$ cat config.mk
export PLATFORM = sky130hd
export DESIGN_NAME = sars_sequencer
export DESIGN_NICKNAME = d
export VERILOG_FILES = /design/src/sars_pkg.sv /design/src/sars_step_if.sv /design/src/sars_sequencer.sv /design/src/sars_step_timer.sv
export SDC_FILE = /design/constraint.sdc
export NUM_CORES = 1
export LEC_CHECK = 0
export BUFFER_PORTS_ARGS = -buffer_cell sky130_fd_sc_hd__buf_2
export CAP_MARGIN = 10
export CORE_ASPECT_RATIO = 1.75
export CORE_MARGIN = 4
export CORE_UTILIZATION = 40
export DETAILED_ROUTE_END_ITERATION = 8
export PLACE_DENSITY = 0.72
export SLEW_MARGIN = 15
export SYNTH_ARGS = -nofsm -noshare
export SYNTH_HDL_FRONTEND = slang
export SYNTH_SLANG_ARGS = --single-unit
$ cat constraint.sdc
create_clock -name clk -period 3.7 [get_ports clk]
set_input_delay 0.555 -clock clk [delete_from_list [all_inputs] [get_ports clk]]
set_output_delay 0.555 -clock clk [all_outputs]
set_load 0.1 [all_outputs]
$ cat src/sars_pkg.sv
// Package of register map, field layout, reset values and timing for the converter sequencer.
// ============================================================================
// Overview of operation
// Reset clears channel select to zero.
// Bits 2..0 choose analog input 0..7.
// Software writes zeros to bits 3..7.
// Software may write single bits or bytes.
// Sample for fixed time, then hold.
// First set bit 7, mid-scale tap.
// Lower bits set tentatively, keep if above.
// After bit 0 latch result, raise request.
// Code is INT(vin/vref*256+0.5).
// Only the enable bit starts conversion.
// Conversions repeat while enable stays set.
// Writes during conversion abort and restart.
// Mode write with enable clear stops.
// First result undefined; software discards it.
// Standby halts all conversion activity.
// Software clears enable before standby.
// Result read wins over result update.
// Register write wins; no latch, no request.
// Result register not initialised by reset; the code clears it to zero with the rest of the state.
// Mode: enable bit 7, time code 5..3.
// Reset clears mode register to zero.
// Mode write does not clear end flag.
// Sampling and decisions spread over count.
// Comparator synchronous; tap is 8-bit code.
// ============================================================================
package sars_pkg;

	// Register addresses.
	localparam logic [15:0] ADDR_MODE    = 16'hFF80;
	localparam logic [15:0] ADDR_CHANNEL = 16'hFF84;
	localparam logic [15:0] ADDR_RESULT  = 16'hFF85;

	// Field positions and reset values.
	localparam int         MODE_ENABLE_BIT = 7;
	localparam int         MODE_TIME_LSB   = 3;
	localparam logic [7:0] MODE_RESET      = 8'h00;
	localparam logic [7:0] CHANNEL_RESET   = 8'h00;
	localparam logic [7:0] MODE_WMASK      = 8'hB8;
	localparam logic [7:0] CHANNEL_WMASK   = 8'h07;

	// Conversion times in clock periods per time code.
	localparam logic [7:0] TIME_CODE0 = 8'h90;
	localparam logic [7:0] TIME_CODE1 = 8'h78;
	localparam logic [7:0] TIME_CODE2 = 8'h60;
	localparam logic [7:0] TIME_CODE4 = 8'h48;
	localparam logic [7:0] TIME_CODE5 = 8'h3C;
	localparam logic [7:0] TIME_CODE6 = 8'h30;

	// Sequencer phases.
	typedef enum logic [1:0] {SARS_IDLE, SARS_SAMPLE, SARS_DECIDE} sars_phase_t;

	// Conversion time for a code; prohibited codes fall back to the slowest.
	function automatic logic [7:0] conv_periods(input logic [2:0] code);
		case (code)
			3'h1:    conv_periods = TIME_CODE1;
			3'h2:    conv_periods = TIME_CODE2;
			3'h4:    conv_periods = TIME_CODE4;
			3'h5:    conv_periods = TIME_CODE5;
			3'h6:    conv_periods = TIME_CODE6;
			default: conv_periods = TIME_CODE0;
		endcase
	endfunction : conv_periods

endpackage : sars_pkg

$ cat src/sars_step_if.sv
// Interface carrying the step timing between the sequencer and its step timer.
`timescale 1ns/1ps
interface sars_step_if;
	logic       restart;
	logic       run;
	logic [7:0] periods;
	logic       step;
	modport ctrl (output restart, output run, output periods, input step);
	modport tmr  (input restart, input run, input periods, output step);
endinterface : sars_step_if

$ cat src/sars_sequencer.sv
// Top of the converter sequencer: registers, sample/hold control and SUCCESSIVE_APPROX_REG decisions.
`timescale 1ns/1ps
module sars_sequencer (
	// Clock and reset.
	input  wire logic        clk,
	input  wire logic        rst_n,
	// CPU register port.
	input  wire logic [15:0] cpu_addr,
	input  wire logic        cpu_wr,
	input  wire logic        cpu_rd,
	input  wire logic [7:0]  cpu_wdata,
	output logic      [7:0]  cpu_rdata,
	// Power state.
	input  wire logic        standby,
	// Analog front end.
	input  wire logic        comparator_high,
	output logic      [2:0]  channel_sel,
	output logic             sample_en,
	output logic      [7:0]  tap_code,
	// Conversion end request.
	output logic             conversion_end_irq
);
	// Step timer link.
	sars_step_if st ();

	typedef struct packed {
		logic [7:0]           mode;
		logic [7:0]           channel;
		logic [7:0]           result;
		logic [7:0]           successive_approx_reg;
		logic [2:0]           bit_idx;
		logic                 sample_step;
		sars_pkg::sars_phase_t phase;
		logic                 irq;
		logic                 pend;
		logic [7:0]           pend_val;
		logic [7:0]           rdata;
	} sars_state_t;

	sars_state_t s;
	sars_state_t next_s;
	logic        wr_mode;
	logic        wr_chan;
	logic        rd_res;
	logic        enable;
	logic        done;
	logic [7:0]  decided;

	// ========================================================================
	// Register decode.
	assign wr_mode = cpu_wr && cpu_addr == sars_pkg::ADDR_MODE;
	assign wr_chan = cpu_wr && cpu_addr == sars_pkg::ADDR_CHANNEL;
	assign rd_res  = cpu_rd && cpu_addr == sars_pkg::ADDR_RESULT;
	assign enable  = s.mode[sars_pkg::MODE_ENABLE_BIT] && !standby;

	// Timer control: restarts on any control write.
	assign st.restart = wr_mode || wr_chan || s.phase == sars_pkg::SARS_IDLE;
	assign st.run     = enable;
	assign st.periods = sars_pkg::conv_periods(s.mode[sars_pkg::MODE_TIME_LSB +: 3]);

	// The current bit decision, kept when the input is at or above the tap.
	always_comb begin
		decided = s.successive_approx_reg;
		if (!comparator_high) begin
			decided[s.bit_idx] = 1'b0;
		end
	end
	assign done = s.phase == sars_pkg::SARS_DECIDE && st.step && s.bit_idx == 3'h0;

	// ========================================================================
	// Next-state logic.
	always_comb begin
		next_s = s;
		next_s.irq = 1'b0;
		// Register writes; reserved bits are kept at zero.
		if (wr_mode) begin
			next_s.mode = cpu_wdata & sars_pkg::MODE_WMASK;
		end
		if (wr_chan) begin
			next_s.channel = cpu_wdata & sars_pkg::CHANNEL_WMASK;
		end
		// Read data captured from the current registers before any update.
		case (cpu_addr)
			sars_pkg::ADDR_MODE:    next_s.rdata = s.mode;
			sars_pkg::ADDR_CHANNEL: next_s.rdata = s.channel;
			sars_pkg::ADDR_RESULT:  next_s.rdata = s.pend ? s.pend_val : s.result;
			default:                next_s.rdata = 8'h00;
		endcase
		// A deferred result lands the cycle after a colliding read.
		if (s.pend) begin
			next_s.result = s.pend_val;
			next_s.pend = 1'b0;
		end
		// Sequencing.
		if (!enable || (wr_mode && !cpu_wdata[sars_pkg::MODE_ENABLE_BIT])) begin
			next_s.phase = sars_pkg::SARS_IDLE;
		end else if (wr_mode || wr_chan || s.phase == sars_pkg::SARS_IDLE) begin
			next_s.phase = sars_pkg::SARS_SAMPLE;
			next_s.sample_step = 1'b0;
			next_s.successive_approx_reg = 8'h80;
			next_s.bit_idx = 3'h7;
		end else if (st.step) begin
			case (s.phase)
				sars_pkg::SARS_SAMPLE: begin
					next_s.sample_step = 1'b1;
					if (s.sample_step) begin
						next_s.phase = sars_pkg::SARS_DECIDE;
					end
				end
				sars_pkg::SARS_DECIDE: begin
					if (done) begin
						// Latch and request, then start the next conversion.
						if (rd_res) begin
							next_s.pend = 1'b1;
							next_s.pend_val = decided;
						end else begin
							next_s.result = decided;
						end
						next_s.irq = 1'b1;
						next_s.phase = sars_pkg::SARS_SAMPLE;
						next_s.sample_step = 1'b0;
						next_s.successive_approx_reg = 8'h80;
						next_s.bit_idx = 3'h7;
					end else begin
						next_s.successive_approx_reg = decided;
						next_s.successive_approx_reg[s.bit_idx - 3'h1] = 1'b1;
						next_s.bit_idx = s.bit_idx - 3'h1;
					end
				end
				default: next_s.phase = sars_pkg::SARS_IDLE;
			endcase
		end
	end

	// State register; the result is cleared only for tidiness and must not be relied on.
	always_ff @(posedge clk or negedge rst_n) begin
		if (!rst_n) begin
			s <= '0;
			s.mode <= sars_pkg::MODE_RESET;
			s.channel <= sars_pkg::CHANNEL_RESET;
		end else begin
			s <= next_s;
		end
	end

	// ========================================================================
	// Step timer.
	sars_step_timer u_timer (
		.clk   (clk),
		.rst_n (rst_n),
		.st    (st.tmr)
	);

	// Outputs. The end flag itself lives in the interrupt controller.
	assign cpu_rdata          = s.rdata;
	assign channel_sel        = s.channel[2:0];
	assign sample_en          = s.phase == sars_pkg::SARS_SAMPLE;
	assign tap_code           = s.successive_approx_reg;
	assign conversion_end_irq = s.irq;
endmodule : sars_sequencer

$ cat src/sars_step_timer.sv
// Step timer: divides a conversion time into ten equal-rate step pulses.
`timescale 1ns/1ps
module sars_step_timer (
	// Clock and reset.
	input wire logic  clk,
	input wire logic  rst_n,
	// Timing link to the sequencer.
	sars_step_if.tmr  st
);
	typedef struct packed {
		logic [7:0] acc;
	} sars_tmr_state_t;

	sars_tmr_state_t s;
	sars_tmr_state_t next_s;
	logic [7:0]      sum;
	logic            due;

	// Ten steps (two sample, eight decisions) per conversion time: the accumulator gains
	// ten per cycle and a step falls due each time it passes the period count, so the
	// tenth step lands exactly at the end of the count with no rounding loss.
	always_comb begin
		sum = s.acc + 8'h0A;
		due = sum >= st.periods;
		next_s = s;
		if (st.restart || !st.run) begin
			next_s.acc = 8'h00;
		end else if (due) begin
			next_s.acc = sum - st.periods;
		end else begin
			next_s.acc = sum;
		end
	end

	assign st.step = st.run && !st.restart && due;

	// State register.
	always_ff @(posedge clk or negedge rst_n) begin
		if (!rst_n) begin
			s <= '0;
		end else begin
			s <= next_s;
		end
	end
endmodule : sars_step_timer

==> reports/qor.yml, run 1 <==
status:
  outcome: "completed"
cts:
  clkSinkCount: 54
  cts_buffers: 5
  cts_root_buf: "clkbuf_16"
  clk_pin_slew_ns: 0.07
  cts_resized: 0
  hold_buffers: 0
  cts_tree: "yes"
  post_cts_buffers: 0
  cts.path.max_buffers: 2
  worst_skew_pair.late_latency_ns: 0.29
  h-tree-depth: 2
sta:
  finalCritPeriodShare_pct: 88.2
  tightest_slew_ns: 0.999
  setup_tns_ns: 0
  final_max_slew_viol_count: 0
  period_minus_slack_ns: 3.26
  skew_ns: 0.00623
  grt_setup_unrepaired: "false"
  hold_viol: 0
  setup_violations: 0
  fmax_mhz: 307
  setup_ws_ns: 0.438
  finalHoldWorstSlack_ns: 0.429
  relSlewSlack_pct: 33.4
floorplan:
  rows: 42
  fp.dieH_um: 124
  dieArea_um2: 9280
  coreArea_um2: 7570
  num_io_pins: 51
  initial_core_util_pct: 41.0
  die_x_um: 74.5
synth:
  synth_cells: 301
  synth-edff-count: 0
  synth_fp_nets: 341
  synth_area_per_cell_um2: 10.3
  ys_seq_area_share_pct: 43.6
  async_flop_share_pct: 100
  synth_warnings: 0
  synthesis.area_um2: 3100
  ys.flop_type: "dfrtp_1"
  ys_ff_latch: 54
  synth.distinct_cells: 54
placement:
  routabilityCongestion: 0.853
  io_buffers: 49
  dpl.cell_count: 414
  dp_slack_ns: 0.488
  dpl_cell_area_um2: 3300
  hpwl_um: 5350
detailed_routing:
  drt_iter0_markers: 122
  drc_errors: 0
  routedWlPerCell_um: 16.2
  ant_nets: 0
  vias_per_cell: 5.44
  routed_wl_um: 6850
  dr.pass1.iters: 4
  vias: 2295
worst_setup_path:
  crit_required_ns: 3.91
  setup.worst_path.start_class: "register"
  arrival_ns: 3.47
  endpoint_kind: "register"
  worst_path_max_delay_cell: "nor3_2"
  max_stage_delay_ns: 0.74
  critPathKind: "reg2reg"
  crit_path_frequent_cell: "ha_1"
  cp_max_fo: 8
  path_cells: "ha_1 > o2111ai_1 > xnor2_1 > ha_1 > o21ai_0 > a211oi_1 > o211ai_1 > nor3_2 > mux2i_1"
final_layout:
  diodes: 0
  instances_no_fill: 422
  final_layout_size_suffix_gt1_share_pct: 24.6
  n_fill_cell: 726
  layout.nets: 373
  fin_area_um2: 3470
  layout_common_cells: "54 x dfrtp_1, 49 x buf_2, 27 x o21ai_0, 25 x mux2i_1, 19 x nand2_1"
  layout_commonest_cell: "dfrtp_1"
  fin_util_pct: 45.8
  area_growth_pct: 11.9
  multiInputGateArea_um2: 1470
  seqCellArea_um2: 1350
power:
  powerDensity_nw_per_um2: 334
  leakage_nw: 1.57
  vdd_drop_max_uv: 173
  power_mw: 1.16
grt:
  grt_max_degree: 47
  grt_util_all_layers_pct: 15.7
  antenna_found_initial: 0
  overflow: 0
  grt_pass1_wl_um: 11300
  grt_pass1_vias: 2425
run:
  max_cap_violations: 0
worst_hold_path:
  hold_class: "in2async"
[state kept, by name, summed over array words and instances, names as in the netlist]
register	flops
channel_sel	3
conversion_end_irq	1
cpu_rdata	8
s	27
tap_code	8
u_timer.s	7
[per-layer routing]
metal / wire length [µm] / vias up / GRT usage (%)
li1: - / 1115 / -
met1: 2440 / 1127 / 15.5
met2: 3960 / 41 / 29.8
met3: 263 / 12 / 2.91
met4: 189 / 0 / 7.02
met5: 0 / - / 0
[path summary, 6_finish.rpt]
kind	startpoint	cells after the start	end	slack (ns)
max	u_timer.s[1]	9	s[34]	0.44
min	rst_n	1	s[52]	0.43
max reg2reg	u_timer.s[1]	9	s[34]	0.44
min reg2reg	u_timer.s[1]	1	u_timer.s[1]	0.52
max in group asynchronous	rst_n	2	s[22]	2.55
min in group clk	cpu_wdata[1]	2	channel_sel[1]	0.47
[report_power, final]
group	internal (mW)	switching, mW	leakage, nW
Combinational	0.0143	0.0210	0.825
Clock	0.319	0.213	0.0760
Sequential	0.590	0.000329	0.666
Total	0.924	0.234	1.57
[final cells by class]
type	instances	share of cell area, %
multi-input combinational	199	42.5
sequential	54	39.0
timing repair buffer	56	8.59
clock buffer	5	3.61
tap	88	3.18
inverter	17	1.84
clock inverter	3	1.30
[synth_stat cells, types with 2 or more instances]
| master | number | area, µm² |
|---|---|---|
| nand2b_1 | 4 | 25.0 |
| nor2b_1 | 4 | 25.0 |
| dfrtp_1 | 54 | 1350 |
| or2_2 | 3 | 18.8 |
| a22o_1 | 7 | 61.3 |
| clkbuf_1 | 8 | 30.0 |
| nor3b_1 | 4 | 30.0 |
| nand2_1 | 19 | 71.3 |
| xnor2_1 | 7 | 61.3 |
| nor2_1 | 14 | 52.6 |
| xor2_1 | 4 | 35.0 |
| ha_1 | 9 | 113 |
| buf_4 | 19 | 143 |
| a211oi_1 | 5 | 37.5 |
| or3_1 | 2 | 12.5 |
| a21oi_1 | 9 | 45.0 |
| o211ai_1 | 3 | 22.5 |
| inv_1 | 17 | 63.8 |
| buf_6 | 3 | 33.8 |
| o21ai_0 | 27 | 135 |
| mux2i_1 | 25 | 250 |
| nand3_1 | 3 | 15.0 |
| o21a_1 | 3 | 22.5 |
| o31ai_1 | 6 | 45.0 |
| mux2_2 | 8 | 90.1 |
| nor3_1 | 6 | 30.0 |
[critical path, delay by kind of cell (launching register included)]
kind,cells,cell delay [ns]
DFF,1,0.43
AOI/OAI and AO/OA,4,0.96
and+or+nand+nor,1,0.74
muxes,1,0.30
adders and majority gates,2,0.62
xor gates and xnor gates,1,0.13
[logic make-up after synthesis]
| family | after synthesis | share of synthesized area, % |
|---|---|---|
| AND/OR/NAND/NOR | 75 | 14.5 |
| AO/OA/AOI/OAI | 69 | 14.4 |
| adder cells (fa/ha/maj) | 10 | 4.28 |
| buffers and inverters | 48 | 8.84 |
| multiplexers | 34 | 11.3 |
| flip-flops | 54 | 43.6 |
| XOR/XNOR | 11 | 3.11 |
Power figures use the tool's default switching activity.
==> run 2, diff against run 1 <==
- CELL_PAD_IN_SITES_DETAIL_PLACEMENT: not set -> 1
- CELL_PAD_IN_SITES_GLOBAL_PLACEMENT: not set -> 1
- GPL_TIMING_DRIVEN: not set -> 1
- PLACE_DENSITY: 0.72 -> 0.89
- clock period: 3.7 -> 2.9 ns (I/O delays scaled with it)
==> run 2 against run 1 <==
Effect of this change: setup slack worse by 0.38 ns; non-clock buffer count is 25 higher; clock power increased by 20%; worst hold slack lost 0.39 ns; combinational power rose by 41%; fmax increased by 15%; final area rose by 8.1%; sequential power increased by 28%; routed wire length rose by 31%; register-to-register slack lost 0.38 ns; total power is 24% higher; critical endpoint is now tap_code[5]; largest power group unchanged.
==> reports/qor.yml, run 2 (synthesis gave the netlist of run 1 again) <==
sta:
  grt_setup_unrepaired: "true"  # was false
  period_minus_slack_ns: 2.84  # was 3.26 ns
  setup_ws_ns: 0.0581  # was 0.438 ns
  finalHoldWorstSlack_ns: 0.0394  # was 0.429 ns
  setup_violations: 0  # unchanged
  final_max_slew_viol_count: 0  # unchanged
  tightest_slew_ns: 0.561  # was 0.999 ns
  skew_ns: 0.00758  # was 0.00623 ns
  finalCritPeriodShare_pct: 98.0  # was 88.2%
  relSlewSlack_pct: 62.2  # was 33.4%
  hold_viol: 0  # unchanged
  fmax_mhz: 352  # was 307 MHz
power:
  powerDensity_nw_per_um2: 384  # was 334 nW/µm²
  leakage_nw: 1.70  # was 1.57 nW
  vdd_drop_max_uv: 250  # was 173 µV
detailed_routing:
  ant_nets: 0  # unchanged
  routed_wl_um: 8990  # was 6850 µm
  routedWlPerCell_um: 20.1  # was 16.2 µm
  drt_iter0_markers: 118  # was 122
  vias_per_cell: 5.71  # was 5.44
  vias: 2553  # was 2,295
  drc_errors: 0  # unchanged
  dr.pass1.iters: 4  # unchanged
cts:
  h-tree-depth: 2  # unchanged
  cts.path.max_buffers: 2  # unchanged
  worst_skew_pair.late_latency_ns: 0.30  # was 0.29 ns
  cts_tree: "yes"  # unchanged
  clkSinkCount: 54  # unchanged
  clk_pin_slew_ns: 0.08  # was 0.07 ns
  cts_buffers: 5  # unchanged
  cts_root_buf: "clkbuf_16"  # unchanged
run:
  max_cap_violations: 0  # unchanged
floorplan:
  rows: 42  # unchanged
  coreArea_um2: 7570  # unchanged
  die_x_um: 74.5  # unchanged
  num_io_pins: 51  # unchanged
  dieArea_um2: 9280  # unchanged
  initial_core_util_pct: 41.0  # unchanged
  fp.dieH_um: 124  # unchanged
status:
  outcome: "completed"  # unchanged
placement:
  dp_slack_ns: -0.229  # was 0.488 ns
  dpl_cell_area_um2: 3460  # was 3300 µm²
  routabilityCongestion: 0.877  # was 0.853
  hpwl_um: 6850  # was 5350 µm
  io_buffers: 49  # unchanged
final_layout:
  layout_common_cells: "53 x dfrtp_1, 49 x buf_2, 29 x buf_4, 25 x mux2i_1, 24 x o21ai_0"  # was 54 x dfrtp_1, 49 x buf_2, 27 x o21ai_0, 25 x mux2i_1, 19 x nand2_1
  layout_commonest_cell: "dfrtp_1"  # unchanged
  layout.nets: 398  # was 373
  diodes: 0  # unchanged
  regMostFlops: "s"  # unchanged
  final_layout_size_suffix_gt1_share_pct: 33.1  # was 24.6%
  fin_util_pct: 49.5  # was 45.8%
  n_fill_cell: 858  # was 726
  seqCellArea_um2: 1350  # about the same
  area_growth_pct: 20.9  # was 11.9%
  multiInputGateArea_um2: 1560  # was 1470 µm²
  largest_register_ffs: 27  # unchanged
  fin_area_um2: 3750  # was 3470 µm²
worst_setup_path:
  max_stage_delay_ns: 0.45  # was 0.74 ns
  critPathKind: "reg2reg"  # unchanged
  setup.worst_path.start_class: "register"  # unchanged
  worst_path_max_delay_cell: "dfrtp_2"  # was nor3_2
  cp_max_fo: 5  # was 8
  endpoint_kind: "register"  # unchanged
  path_cells: "ha_4 > o2111ai_4 > xnor2_2 > ha_1 > o21ai_2 > a211oi_2 > buf_4 > nor3b_2 > o41a_1 > buf_6 > a22o_1"  # was ha_1 > o2111ai_1 > xnor2_1 > ha_1 > o21ai_0 > a211oi_1 > o211ai_1 > nor3_2 > mux2i_1
  crit_required_ns: 3.09  # was 3.91 ns
  reg2reg_slack_ns: 0.06  # was 0.44 ns
  arrival_ns: 3.03  # was 3.47 ns
grt:
  antenna_found_initial: 0  # unchanged
  grt_util_all_layers_pct: 19.9  # was 15.7%
  grt_pass1_wl_um: 13900  # was 11,300 µm
  grt_max_degree: 24  # was 47
  overflow: 0  # unchanged
  grt_pass1_vias: 2833  # was 2,425
worst_hold_path:
  hold_class: "in2async"  # unchanged
run 2: area by class of cell:
class	count	share of cell area [%]
inverter	17	1.70
clock inverter	3	0.768
tap	88	2.94
sequential	54	36.1
clock buffer	5	3.34
multi-input combinational	199	41.7
timing repair buffer	81	13.5
run 2: power breakdown:
group / internal [mW] / switching (mW)
clock network: 0.330 / 0.308
logic: 0.0194 / 0.0303
registers: 0.752 / 0.000423
run 2: per-layer routing:
layer | up-vias | GRT usage (%) | share of wire, %
met1 | 1284 | 18.8 | 33
met5 | - | 0 | 0
met2 | 76 | 37.4 | 58
met3 | 37 | 2.99 | 3.1
met4 | 0 | 11.8 | 5.9
li1 | 1156 | - | -
run 2: worst paths after layout:
path,start,end,cells past startpoint
min,rst_n,u_timer.s[2],1
max reg2reg,u_timer.s[1],tap_code[5],11
min in group clk,cpu_wdata[0],channel_sel[0],2
max,u_timer.s[1],tap_code[5],11
min reg2reg,channel_sel[0],cpu_rdata[0],2
max in group asynchronous,rst_n,tap_code[7],2
run 2: through the flow:
stage,instances,total power [mW],TNS (ns)
4_1_cts,446,1.45,0
3_5_place_dp,435,0.818,-2.77
3_3_place_gp,435,0.815,-0.114
6_report,447,1.44,0
5_1_grt,447,1.49,-0.173
2_1_floorplan,301,0.776,0
run 2: what timing repair did:
action	CTS	global route
gates cloned	0	0
resized for setup	6	14
endpoints found under the setup margin	29	25
buffers inserted	3	1
hold buffers	0	0
pin swaps	2	13
run 2: critical path: cells and delay by family (launching register included):
family	cells	cell delay [ns]
xor gates and xnor gates	1	0.12
adders and majority gates	2	0.52
AOI/OAI and AO/OA	5	1.24
buffers and inverters	2	0.35
and+or+nand+nor	1	0.05
DFF	1	0.45
